`config.mk`:
```
export PLATFORM = sky130hd
export DESIGN_NAME = psp_pin_state
export DESIGN_NICKNAME = d
export VERILOG_FILES = /design/src/psp_pkg.sv /design/src/psp_pin_state.sv /design/src/psp_pin_cell.sv
export VERILOG_INCLUDE_DIRS = /design/src
export SDC_FILE = /design/constraint.sdc
export NUM_CORES = 1
export LEC_CHECK = 0
export ABC_CLOCK_PERIOD_IN_PS = 6170
export BUFFER_PORTS_ARGS = -buffer_cell sky130_fd_sc_hd__buf_2
export CORE_MARGIN = 5
export CORE_UTILIZATION = 50
export DETAILED_ROUTE_END_ITERATION = 16
export PLACE_DENSITY = 0.8
export SETUP_SLACK_MARGIN = 0.1
export SLEW_MARGIN = 20
export SYNTH_ARGS = -nofsm -noshare
export SYNTH_HDL_FRONTEND = slang
export SYNTH_HIERARCHICAL = 1
export SYNTH_SLANG_ARGS = --single-unit
```
`constraint.sdc`:
```
create_clock -name i_clk_sys -period 6.17 [get_ports i_clk_sys]
set_input_delay 0.617 -clock i_clk_sys [delete_from_list [all_inputs] [get_ports i_clk_sys]]
set_output_delay 0.617 -clock i_clk_sys [all_outputs]
set_load 0.01 [all_outputs]
```
`src/psp_defines.svh`:
```
// Purpose: Constants for the pin state per power mode block
// Assumes: Included by the package; the design modules use its macros
// Notes:   Sizes, widths and reset values only, no logic
`ifndef PSP_DEFINES_SVH
`define PSP_DEFINES_SVH
`define PSP_NPINS      8
`define PSP_FUNC_W     3
`define PSP_PHASE_W    3
`define PSP_MODE_W     2
`define PSP_OUT_RST    1'b0
`define PSP_OE_RST     1'b0
`define PSP_IE_RST     1'b0
`define PSP_LEVEL_RST  1'b0
`endif

```
`src/psp_pkg.sv`:
```
// Purpose: Types for the pin state per power mode block
// Assumes: psp_defines.svh holds the sizes
// Notes:   Phase and function codes are binary enums
`include "psp_defines.svh"
package psp_pkg;
  typedef enum logic [2:0] {
    PSP_PH_POR   = 3'h0,
    PSP_PH_XRST  = 3'h1,
    PSP_PH_IRST  = 3'h2,
    PSP_PH_RUN   = 3'h3,
    PSP_PH_STBY  = 3'h4
  } psp_phase_e;

  typedef enum logic [1:0] {
    PSP_SB_TIMER = 2'h0,
    PSP_SB_RTC   = 2'h1,
    PSP_SB_STOP  = 2'h2
  } psp_sbmode_e;

  typedef enum logic [2:0] {
    PSP_FN_GPIO   = 3'h0,
    PSP_FN_PERIPH = 3'h1,
    PSP_FN_OSCIN  = 3'h2,
    PSP_FN_OSCOUT = 3'h3,
    PSP_FN_EXTINT = 3'h4,
    PSP_FN_DEBUG  = 3'h5,
    PSP_FN_AIN    = 3'h6,
    PSP_FN_AOUT   = 3'h7
  } psp_func_e;

  typedef struct packed {
    psp_func_e  func;
    logic       mode_share;  // GPIO class shared with a mode input
    logic       sub_osc;     // Oscillator pin of the sub oscillator
    logic       rst_res;     // Resource drives Hi-Z/input in reset, not in power-on
  } psp_cfg_s;

  typedef struct packed {
    logic out;
    logic oe;
    logic ie;
    logic ain;
    logic pu;
  } psp_pad_s;
endpackage : psp_pkg

```
`src/psp_pin_state.sv`:
```
// Notes on behaviour
// Standby pin state chosen by level bit
// External reset low is separate phase
// Hi-Z turns output drive off
// Blocked input reads constant low
// GPIO keeps last output in run/standby
// Held peripheral pin follows running peripheral
// Level bit 1: GPIO Hi-Z, input low
// Oscillator and mode inputs always enabled; code blocks the mode-shared GPIO input in the reset phases
// Reset pin keeps pull-up and input
// Main osc output Hi-Z once stopped
// Sub osc output Hi-Z only in stop
// Osc output Hi-Z, input low in reset
// Interrupt pins hold in all standby
// Analog input pins Hi-Z, analog path on; code keeps the analog path off in power-on
// Analog output, bit 0: input low later
// Analog output, bit 1: Hi-Z later
// Reset phases ignore disabled function settings
// Resource pins Hi-Z with input in reset; code blocks the input in power-on
// Mode-shared GPIO keeps input in standby
// Capture level bit on standby entry
//
// Purpose: Pin state control across reset, run and standby phases
// Assumes: Power and reset controllers are asynchronous pins
// Notes:   Every output is registered; pins work through one cell each
`timescale 1ns/10ps
`default_nettype none
module psp_pin_state
  import psp_pkg::*;
(
  input  wire logic                      i_clk_sys,
  input  wire logic                      i_rst,
  input  wire logic                      i_por_active,
  input  wire logic                      i_external_reset_pin,
  input  wire logic                      i_int_reset,
  input  wire logic                      i_standby_req,
  input  wire psp_sbmode_e               i_standby_mode,
  input  wire logic                      i_standby_pin_level_select,
  input  wire logic                      i_main_osc_run,
  input  wire logic                      i_sub_osc_run,
  input  wire psp_cfg_s [`PSP_NPINS-1:0] i_cfg,
  input  wire logic [`PSP_NPINS-1:0]     i_fn_out,
  input  wire logic [`PSP_NPINS-1:0]     i_fn_oe,
  input  wire logic [`PSP_NPINS-1:0]     i_periph_live,
  input  wire logic [`PSP_NPINS-1:0]     i_pad_in,
  output psp_pad_s [`PSP_NPINS-1:0]      o_pad,
  output logic [`PSP_NPINS-1:0]          o_core_in,
  output logic                           o_xrst_pu,
  output logic                           o_xrst_ie,
  output logic                           o_xrst_level,
  output psp_phase_e                     o_phase,
  output logic                           o_level_held
);
  import psp_pkg::*;

  logic [`PSP_NPINS-1:0] pad_meta;
  logic [`PSP_NPINS-1:0] pad_sync;
  logic [4:0]            ctl_meta;
  logic [4:0]            ctl_sync;
  psp_sbmode_e           sbmode;
  psp_phase_e            next_phase;

  // Two-stage synchronisers for pins and controller levels
  always_ff @(posedge i_clk_sys) begin
    if (i_rst) begin
      pad_meta <= '0;
      pad_sync <= '0;
      ctl_meta <= 5'h02;
      ctl_sync <= 5'h02;
    end else begin
      pad_meta <= i_pad_in;
      pad_sync <= pad_meta;
      ctl_meta <= {i_standby_req, i_int_reset, i_external_reset_pin,
                   i_por_active, i_standby_pin_level_select};
      ctl_sync <= ctl_meta;
    end
  end

  // Phase priority: power-on, reset pin low, internal reset, standby
  always_comb begin
    if (ctl_sync[1]) begin
      next_phase = PSP_PH_POR;
    end else if (!ctl_sync[2]) begin
      next_phase = PSP_PH_XRST;
    end else if (ctl_sync[3]) begin
      next_phase = PSP_PH_IRST;
    end else if (ctl_sync[4]) begin
      next_phase = PSP_PH_STBY;
    end else begin
      next_phase = PSP_PH_RUN;
    end
  end

  always_ff @(posedge i_clk_sys) begin
    if (i_rst) begin
      o_phase <= PSP_PH_POR;
    end else begin
      o_phase <= next_phase;
    end
  end

  // Level bit and mode are sampled only at standby entry so a change in
  // the control register during standby cannot flip pins mid-sleep
  always_ff @(posedge i_clk_sys) begin
    if (i_rst) begin
      o_level_held <= `PSP_LEVEL_RST;
      sbmode       <= PSP_SB_TIMER;
    end else if (next_phase == PSP_PH_STBY && o_phase != PSP_PH_STBY) begin
      o_level_held <= ctl_sync[0];
      sbmode       <= i_standby_mode;
    end
  end

  // Reset pin pad: pull-up and input in every phase
  always_ff @(posedge i_clk_sys) begin
    if (i_rst) begin
      o_xrst_pu    <= 1'b1;
      o_xrst_ie    <= 1'b1;
      o_xrst_level <= 1'b1;
    end else begin
      o_xrst_pu    <= 1'b1;
      o_xrst_ie    <= 1'b1;
      o_xrst_level <= ctl_sync[2];
    end
  end

  // One cell per pin
  genvar g;
  generate
    for (g = 0; g < `PSP_NPINS; g++) begin : g_pin
      psp_pin_cell u_cell (
        .i_clk_sys      (i_clk_sys),
        .i_rst          (i_rst),
        .i_phase        (o_phase),
        .i_sbmode       (sbmode),
        .i_level_sel    (o_level_held),
        .i_main_osc_run (i_main_osc_run),
        .i_sub_osc_run  (i_sub_osc_run),
        .i_cfg          (i_cfg[g]),
        .i_fn_out       (i_fn_out[g]),
        .i_fn_oe        (i_fn_oe[g]),
        .i_periph_live  (i_periph_live[g]),
        .i_pad_in       (pad_sync[g]),
        .o_pad          (o_pad[g]),
        .o_core_in      (o_core_in[g])
      );
    end
  endgenerate

  // Assertions
  property p_pullup;
    @(posedge i_clk_sys) disable iff (i_rst) o_xrst_pu && o_xrst_ie;
  endproperty
  a_pullup: assert property (p_pullup) else $error("reset pin pull-up lost");

  property p_xrst_phase;
    @(posedge i_clk_sys) disable iff (i_rst)
      (!ctl_sync[1] && !ctl_sync[2]) |=> (o_phase == PSP_PH_XRST);
  endproperty
  a_xrst_phase: assert property (p_xrst_phase) else $error("reset pin phase");

  property p_level_cap;
    @(posedge i_clk_sys) disable iff (i_rst)
      (next_phase == PSP_PH_STBY && o_phase != PSP_PH_STBY) |=>
        o_level_held == $past(ctl_sync[0]);
  endproperty
  a_level_cap: assert property (p_level_cap) else $error("level bit not captured");

  property p_in_low;
    @(posedge i_clk_sys) disable iff (i_rst)
      !o_pad[0].ie |-> !o_core_in[0];
  endproperty
  a_in_low: assert property (p_in_low) else $error("blocked input not low");

  property p_hiz;
    @(posedge i_clk_sys) disable iff (i_rst)
      (o_phase == PSP_PH_POR && i_cfg[0].func == PSP_FN_GPIO) |=> !o_pad[0].oe;
  endproperty
  a_hiz: assert property (p_hiz) else $error("pin driven in power-on");

  // Pin 1 carries a general resource; with level bit 1 it must let go of the pad
  property p_periph_level1;
    @(posedge i_clk_sys) disable iff (i_rst)
      (o_phase == PSP_PH_STBY && o_level_held && !i_cfg[1].mode_share &&
       (i_cfg[1].func == PSP_FN_GPIO || i_cfg[1].func == PSP_FN_PERIPH)) |=>
        (!o_pad[1].oe && !o_core_in[1]);
  endproperty
  a_periph_level1: assert property (p_periph_level1) else $error("pin not released");

  // Edge of reset release skipped: pads still show their reset value one cycle on
  property p_oscin;
    @(posedge i_clk_sys) disable iff (i_rst)
      (!$past(i_rst) && i_cfg[2].func == PSP_FN_OSCIN) |=> o_pad[2].ie;
  endproperty
  a_oscin: assert property (p_oscin) else $error("osc input blocked");

  property p_gpio_hold;
    @(posedge i_clk_sys) disable iff (i_rst)
      (o_phase == PSP_PH_STBY && !o_level_held && i_cfg[0].func == PSP_FN_GPIO &&
       !i_periph_live[0]) |=> o_pad[0].out == $past(o_pad[0].out) || $past(o_phase) != PSP_PH_STBY;
  endproperty
  a_gpio_hold: assert property (p_gpio_hold) else $error("GPIO not held");

  c_stby: cover property (@(posedge i_clk_sys) o_phase == PSP_PH_STBY);
  c_xrst: cover property (@(posedge i_clk_sys) o_phase == PSP_PH_XRST);
  c_level1: cover property (@(posedge i_clk_sys) o_phase == PSP_PH_STBY && o_level_held);
endmodule : psp_pin_state
`default_nettype wire

```
`src/psp_pin_cell.sv`:
```
// Purpose: Pad state decision for one pin
// Assumes: Phase and standby mode come registered from the top
// Notes:   Registered outputs; hold values follow the drive in run and freeze when run ends
`timescale 1ns/10ps
`default_nettype none
module psp_pin_cell
  import psp_pkg::*;
(
  input  wire logic           i_clk_sys,
  input  wire logic           i_rst,
  input  wire psp_phase_e     i_phase,
  input  wire psp_sbmode_e    i_sbmode,
  input  wire logic           i_level_sel,
  input  wire logic           i_main_osc_run,
  input  wire logic           i_sub_osc_run,
  input  wire psp_cfg_s       i_cfg,
  input  wire logic           i_fn_out,
  input  wire logic           i_fn_oe,
  input  wire logic           i_periph_live,
  input  wire logic           i_pad_in,
  output psp_pad_s            o_pad,
  output logic                o_core_in
);
  psp_pad_s next_pad;
  logic     next_core_in;
  logic     hold_out;
  logic     hold_oe;
  logic     hold;
  logic     hiz_lo;
  logic     hiz_ie;
  logic     rst_ph;

  // Snapshot of drive while running, frozen outside run
  always_ff @(posedge i_clk_sys) begin
    if (i_rst) begin
      hold_out <= `PSP_OUT_RST;
      hold_oe  <= `PSP_OE_RST;
    end else if (i_phase == PSP_PH_RUN) begin
      hold_out <= i_fn_out;
      hold_oe  <= i_fn_oe;
    end
  end

  assign rst_ph = (i_phase == PSP_PH_POR) || (i_phase == PSP_PH_XRST) ||
                  (i_phase == PSP_PH_IRST);

  // Decide hold, Hi-Z with input low, or Hi-Z with input live
  always_comb begin
    hold   = 1'b0;
    hiz_lo = 1'b0;
    hiz_ie = 1'b0;
    next_pad = '0;
    case (i_cfg.func)
      PSP_FN_OSCIN: begin
        hiz_ie = 1'b1;
      end
      PSP_FN_OSCOUT: begin
        if (rst_ph) begin
          hiz_lo = 1'b1;
        end else if (i_phase == PSP_PH_STBY &&
                     (i_cfg.sub_osc ? !i_sub_osc_run : !i_main_osc_run)) begin
          hiz_lo = 1'b1;
        end else begin
          hold = 1'b1;
        end
      end
      PSP_FN_AIN: begin
        hiz_lo = 1'b1;
      end
      PSP_FN_AOUT: begin
        if (rst_ph) begin
          hiz_lo = 1'b1;
        end else if (i_phase == PSP_PH_STBY && i_sbmode != PSP_SB_TIMER) begin
          hiz_lo = 1'b1;
          hold   = !i_level_sel; // Still drives with level bit 0
        end else begin
          hold = 1'b1;
        end
      end
      PSP_FN_EXTINT: begin
        if (rst_ph) hiz_lo = 1'b1;
        else hold = 1'b1;
      end
      default: begin
        if (rst_ph) begin
          if (i_cfg.rst_res && i_phase != PSP_PH_POR) hiz_ie = 1'b1;
          else hiz_lo = !i_cfg.rst_res || i_phase == PSP_PH_POR;
        end else if (i_phase == PSP_PH_STBY && i_level_sel &&
                     i_cfg.func != PSP_FN_DEBUG) begin
          if (i_cfg.mode_share) hiz_ie = 1'b1;
          else hiz_lo = 1'b1;
        end else begin
          hold = 1'b1;
        end
      end
    endcase
    if (hold) begin
      next_pad.oe  = (i_phase == PSP_PH_RUN) ? i_fn_oe : hold_oe;
      next_pad.out = (i_phase == PSP_PH_RUN || i_periph_live) ? i_fn_out
                                                               : hold_out;
      next_pad.ie  = !hiz_lo;
    end else begin
      next_pad.oe = 1'b0;
      next_pad.ie = hiz_ie;
    end
    next_pad.ain = (i_cfg.func == PSP_FN_AIN) && (i_phase != PSP_PH_POR);
    next_core_in = next_pad.ie ? i_pad_in : 1'b0;
  end

  always_ff @(posedge i_clk_sys) begin
    if (i_rst) begin
      o_pad     <= '0;
      o_core_in <= 1'b0;
    end else begin
      o_pad     <= next_pad;
      o_core_in <= next_core_in;
    end
  end

  // Assertions
  property p_hiz_off;
    @(posedge i_clk_sys) disable iff (i_rst)
      (i_cfg.func == PSP_FN_AIN) |=> !o_pad.oe;
  endproperty
  a_hiz_off: assert property (p_hiz_off) else $error("analog pin driven");
endmodule : psp_pin_cell
`default_nettype wire

```
; ---- Word level (Yosys, flattened, before mapping)
; Cells that the tools add are included.
; Widths: inputs -> output; s select.
[totals]
register_bits = 89
out_inout_bits = 55
wordCells = 419
[op_classes]
eq_ne = 54
n_mux = 178
n_bitwise = 16
n_reduce_logical = 107
[op_table]
columns = operator, n
row1 = $mux 1, 142
row2 = $eq 3x3->1 const B, 26
row3 = $eq 3x2->1 const B, 18
row4 = $reduce_or 2->1, 24
row5 = $pmux 1 s5, 8
row6 = $logic_and 1x1->1, 35
row7 = $pmux 1 s4, 8
row8 = $reduce_or 4->1, 8
row9 = $ne 3x3->1 const B, 9
row10 = $logic_not 1->1, 19
row11 = $logic_or 1x1->1, 18
row12 = $mux 2, 8
row13 = $not 1->1, 16
row14 = $pmux 1 s2, 8
row15 = $mux 3, 4
row16 = $eq 3x1->1 const B, 1
row17 = $logic_not 3->1, 1
row18 = $reduce_bool 3->1, 1
row19 = $reduce_bool 2->1, 1

; ---- Longest topological paths before layout
[depth]
depth_word = 10
depth_mapped = 4
mapped_depth_nobuf = 4

; ---- Modules after synthesis
; The synthesis kept the hierarchy.
[modules_own_cells]
columns = mod, instances, cells_per_inst, area_per_inst_um2, seq_area_each_um2
row1 = psp_pin_cell, 8, 46, 404.1, 140.1
row2 = psp_pin_state, 1, 84, 1009.7, 660.6

; ---- Worst setup path after synthesis
; OpenSTA, ideal clock, no wires.
[synth_path]
kind = reg2reg
from = register o_phase[1]
to = register o_level_held
setup_time_ps = 73
arrival_ps = 2134
required_time_ps = 6097
path_slack_ps = 3963
path_stages_with_launch = 4
cell_sequence = dfxtp_1 > nor2_1 > a2111oi_4 > mux2i_1
[synth_via]
elab_chain_cells = 2
[synth_rtl]
columns = item, line_no
row1 = "start, declared", psp_pin_state.sv:51  ; output psp_phase_e o_phase,
row2 = "start signal, assigned", psp_pin_state.sv:98  ; o_phase <= next_phase;
row3 = $ne 3x3->1, psp_pin_state.sv:108  ; end else if (next_phase == PSP_PH_STBY && o_phase != PSP_PH_STBY) begin
row4 = $logic_and 1x1->1, psp_pin_state.sv:108
row5 = "end signal, assigned", psp_pin_state.sv:106  ; o_level_held <= `PSP_LEVEL_RST;
row6 = "end signal, assigned", psp_pin_state.sv:109  ; o_level_held <= ctl_sync[0];
row7 = "end, declared", psp_pin_state.sv:52  ; output logic o_level_held
; Every way passes these cells.
; A chain may end at the register's enable or synchronous reset.

; ---- Worst setup path after layout
[layout_path]
from = register o_phase[1]
to = output o_phase[1]
; No word-level cell between the ends.

==> results summary <==
Ranked by total cell area, the synthesized netlist is headed by sky130_fd_sc_hd__dfxtp_1 42%, sky130_fd_sc_hd__mux2i_1 6.4%, sky130_fd_sc_hd__nor2_1 3.8%. Compared with the post-synthesis result, the final layout area differs by 22.0%. The final setup violation count is 0. The DRC marker count from the first detailed-route iteration came out at 147.

The DRC violation count after routing came out at 0. The initial antenna violation count came out at 0. The worst reg2reg path endpoint is g_pin[7].u_cell/o_core_in. The CTS tree is built. The final cycle utilization of the critical path came out at 37.9%. In this run the power density over the cells is 215 mW/mm². The worst setup path is captured at an output pin. The die covers 0.0104 mm². Global routing finished with a remaining overflow of 0.

The worst IR drop on VDD came out at 0.000147 V. The global router's overall resource usage is 20.7%. The total inserted antenna cells is 0. In this run, distinct cell masters in the synthesized netlist total 33. The worst-case headroom to the max-slew limit is 29.6%. The number of hold violations in the final report was 0. The largest fanout on the critical path came out at 50. The average via count per standard cell came out at 5.55. The flow ran to the end, and the final reports show no timing, DRC or antenna violations.

The commonest cells after synthesis are 89 x sky130_fd_sc_hd__dfxtp_1, 43 x sky130_fd_sc_hd__nor2_1, 33 x sky130_fd_sc_hd__inv_1. The cell family contributing the most delay on the critical path is flip-flops. The setup check on the worst reg-to-reg path leaves a slack of 4.00 ns. Setup repair after global routing left no endpoint under its margin. The overall die height is 102 µm. The classification of the worst-slack hold path is register to register. After legalization and detailed placement, the total HPWL measured 7470 µm. The required time at the worst-slack endpoint is 5.55 ns. The number of primary I/O pins came out at 146. Sequential cells were found to cover 42.0% of the synthesized design area. The clock edge transition at the registers on the reported setup and hold paths came out at 0.10 ns. The number of cells traversed by the worst hold path is 1. The largest buffer count on any clock path came out at 2. The number of nets in the layout came out at 678.

The routed design has 11000 µm of wire. In this run the number of H-tree levels came out at 3. The CTS sink count came out at 89. The static leakage power came out at 2.37 nW. The worst-path cell with the longest stage delay is sky130_fd_sc_hd__dfxtp_2.

The number of hold-repair buffers added at the cts stage came out at 0. The number of global-route vias before repair is 3679. Once the clock tree was built, the setup fixing pass inserted 0 buffers. The average footprint of a synthesized cell came out at 9.39 µm². The minimum clock period after layout came out at 2.34 ns. Buffers inserted during clock tree synthesis total 9. The quantity of gates resized following cts is 0. The maximum achievable frequency is 428 MHz. The count of nets left with antenna violations once routing finished came out at 0. The final worst clock skew came out at 0.0179 ns. The combined area of the multi-input logic cells came out at 0.00225 mm².

The worst register-to-register path has a depth of 3. After filler insertion, the fill cell instance count of the layout stands at 698. The number of rows in the core area is 33.

The setup path with the least slack is of type register to output pin. In this run the clock root is driven by a sky130_fd_sc_hd__clkbuf_8. In the post-synthesis netlist, the cell with the most instances is sky130_fd_sc_hd__dfxtp_1.

The floorplan step defined a core boundary enclosing 0.00826 mm². In the synthesized netlist, the number of instances is 452. The max-slew violation total from the final report is 0.

The first detailed-routing pass ran for 4 iterations. The pin count of the biggest net entering global routing came out at 51. The stage delay of the slowest cell on the critical path came out at 1.04 ns.

The path with the worst hold slack has its endpoint at ctl_sync[1]. The number of input and output port buffers inserted is 135. The library cell with the largest summed area after synthesis is sky130_fd_sc_hd__dfxtp_1. The die width is 102 µm. Adding up every negative setup slack in the final design gives 0 ns. Traced cell by cell, the critical path runs through buf_2. The mapped netlist covers 0.00424 mm². The register cell area after layout is 0.00179 mm². The starting density of the core is 51.4%.

The worst register-to-register path begins at o_phase[1]. The total power after layout came out at 1.11 mW. The post-route netlist has 30.9% of its cells at a drive strength greater than 1. The share of flip-flops with an asynchronous set or reset came out at 0%.

Among all flip-flop cells after synthesis, the most frequent one is sky130_fd_sc_hd__dfxtp_1. The number of warning messages in the yosys log is 6. The total of max-cap violations is 0. The type of origin of the critical path is a register. The detailed-route wire length per cell is 15.7 µm. The final route contains 3865 vias. Of the post-synthesis cell area, the dominant cell type holds 42.0%.

The later pin in the worst-skew pair is clocked with a latency of 0.36 ns. The transition time of the tightest slew-check pin came out at 1.06 ns. The last weighted congestion value of the routability-driven placer is 0.875.

The first-pass GRT wire length is 17400 µm. The synthesis-stage register bit count is 89. The number of synthesized flops with an enable pin is 0.

At the worst endpoint, the arrival time is 1.72 ns. The origin of the worst min-delay path is ctl_meta[1]. The count of buffering cells on the critical path with inverters included came out at 1.
==> stage by stage <==
step	utilization, %	hold slack [ns]	area [µm²]	cells	setup slack (ns)
after floorplan	-	0.389	4250	453	3.96
after global placement	60.3	0.398	4980	681	3.98
after detailed placement	60.3	0.396	4980	681	3.96
after CTS	62.7	0.417	5180	697	3.85
after global routing	62.7	0.432	5180	697	3.78
final	62.7	0.416	5180	697	3.83
==> flip-flops by register name (all words and copies together) (netlist names) <==
name and count:
ctl_meta 5, ctl_sync 5, g_pin.u_cell/hold_oe 8, g_pin.u_cell/hold_out 8
g_pin.u_cell/o_core_in 8, g_pin.u_cell/o_pad 32, o_level_held 1, o_phase 3
o_xrst_level 1, pad_meta 8, pad_sync 8, sbmode 2
==> worst max path at each step <==
stage,start,depth (start not counted),to
3_3_place_gp,i_rst,5,g_pin[7].u_cell/o_pad[4]
2_1_floorplan,o_phase[1],3,o_level_held
3_5_place_dp,i_rst,5,g_pin[4].u_cell/o_pad[4]
4_1_cts,o_phase[1],1,o_phase[1]
5_1_grt,o_phase[0],1,o_phase[0]
6_report,o_phase[1],1,o_phase[1]
==> final cells by class <==
cell class | count | share of cell area, %
multi-input combinational | 318 | 43.6
sequential | 89 | 34.5
timing repair buffer | 136 | 13.2
clock buffer | 12 | 2.80
tap | 105 | 2.54
inverter | 33 | 2.39
clock inverter | 4 | 1.02
==> cells in the final DEF, fill, tap and decap left out, types with 9 or more instances in the layout <==
master | netlist | routed
sky130_fd_sc_hd__dfxtp_1 | 89 | 86
sky130_fd_sc_hd__clkbuf_8 | 0 | 10
sky130_fd_sc_hd__inv_1 | 33 | 33
sky130_fd_sc_hd__o21ai_0 | 16 | 16
sky130_fd_sc_hd__nor3_1 | 9 | 9
sky130_fd_sc_hd__buf_2 | 0 | 135
sky130_fd_sc_hd__nor2b_1 | 24 | 24
sky130_fd_sc_hd__a21oi_1 | 32 | 32
sky130_fd_sc_hd__nand2b_1 | 22 | 22
sky130_fd_sc_hd__mux2i_1 | 27 | 27
sky130_fd_sc_hd__nor2_1 | 43 | 43
sky130_fd_sc_hd__conb_1 | 9 | 10
==> routing by layer <==
layer,vias up,global-route usage (%),wire length (µm)
met1,1809,26.3,4560
met3,13,3.55,816
met2,157,35.7,5450
met5,-,0,0
li1,1886,-,-
met4,0,6.76,145
==> power by group <==
part           switching (mW)  total (mW)  internal [mW]
logic                  0.0602       0.114         0.0542
registers             0.00688       0.591          0.584
clock network           0.208       0.407          0.199
total                   0.275        1.11          0.837
==> cells by family (layout without fill, tap and decap cells) <==
group | count (synthesis) | count (layout) | synth area share [%]
xor gates and xnor gates | 8 | 8 | 1.65
other | 9 | 10 | 0.796
and+or+nand+nor | 144 | 144 | 20.7
AOI/OAI and AO/OA | 121 | 121 | 21.4
muxes | 35 | 35 | 8.49
DFF | 89 | 89 | 42.0
buffers and inverters | 46 | 185 | 4.95
Note: power is estimated with default switching activity, not from simulation.
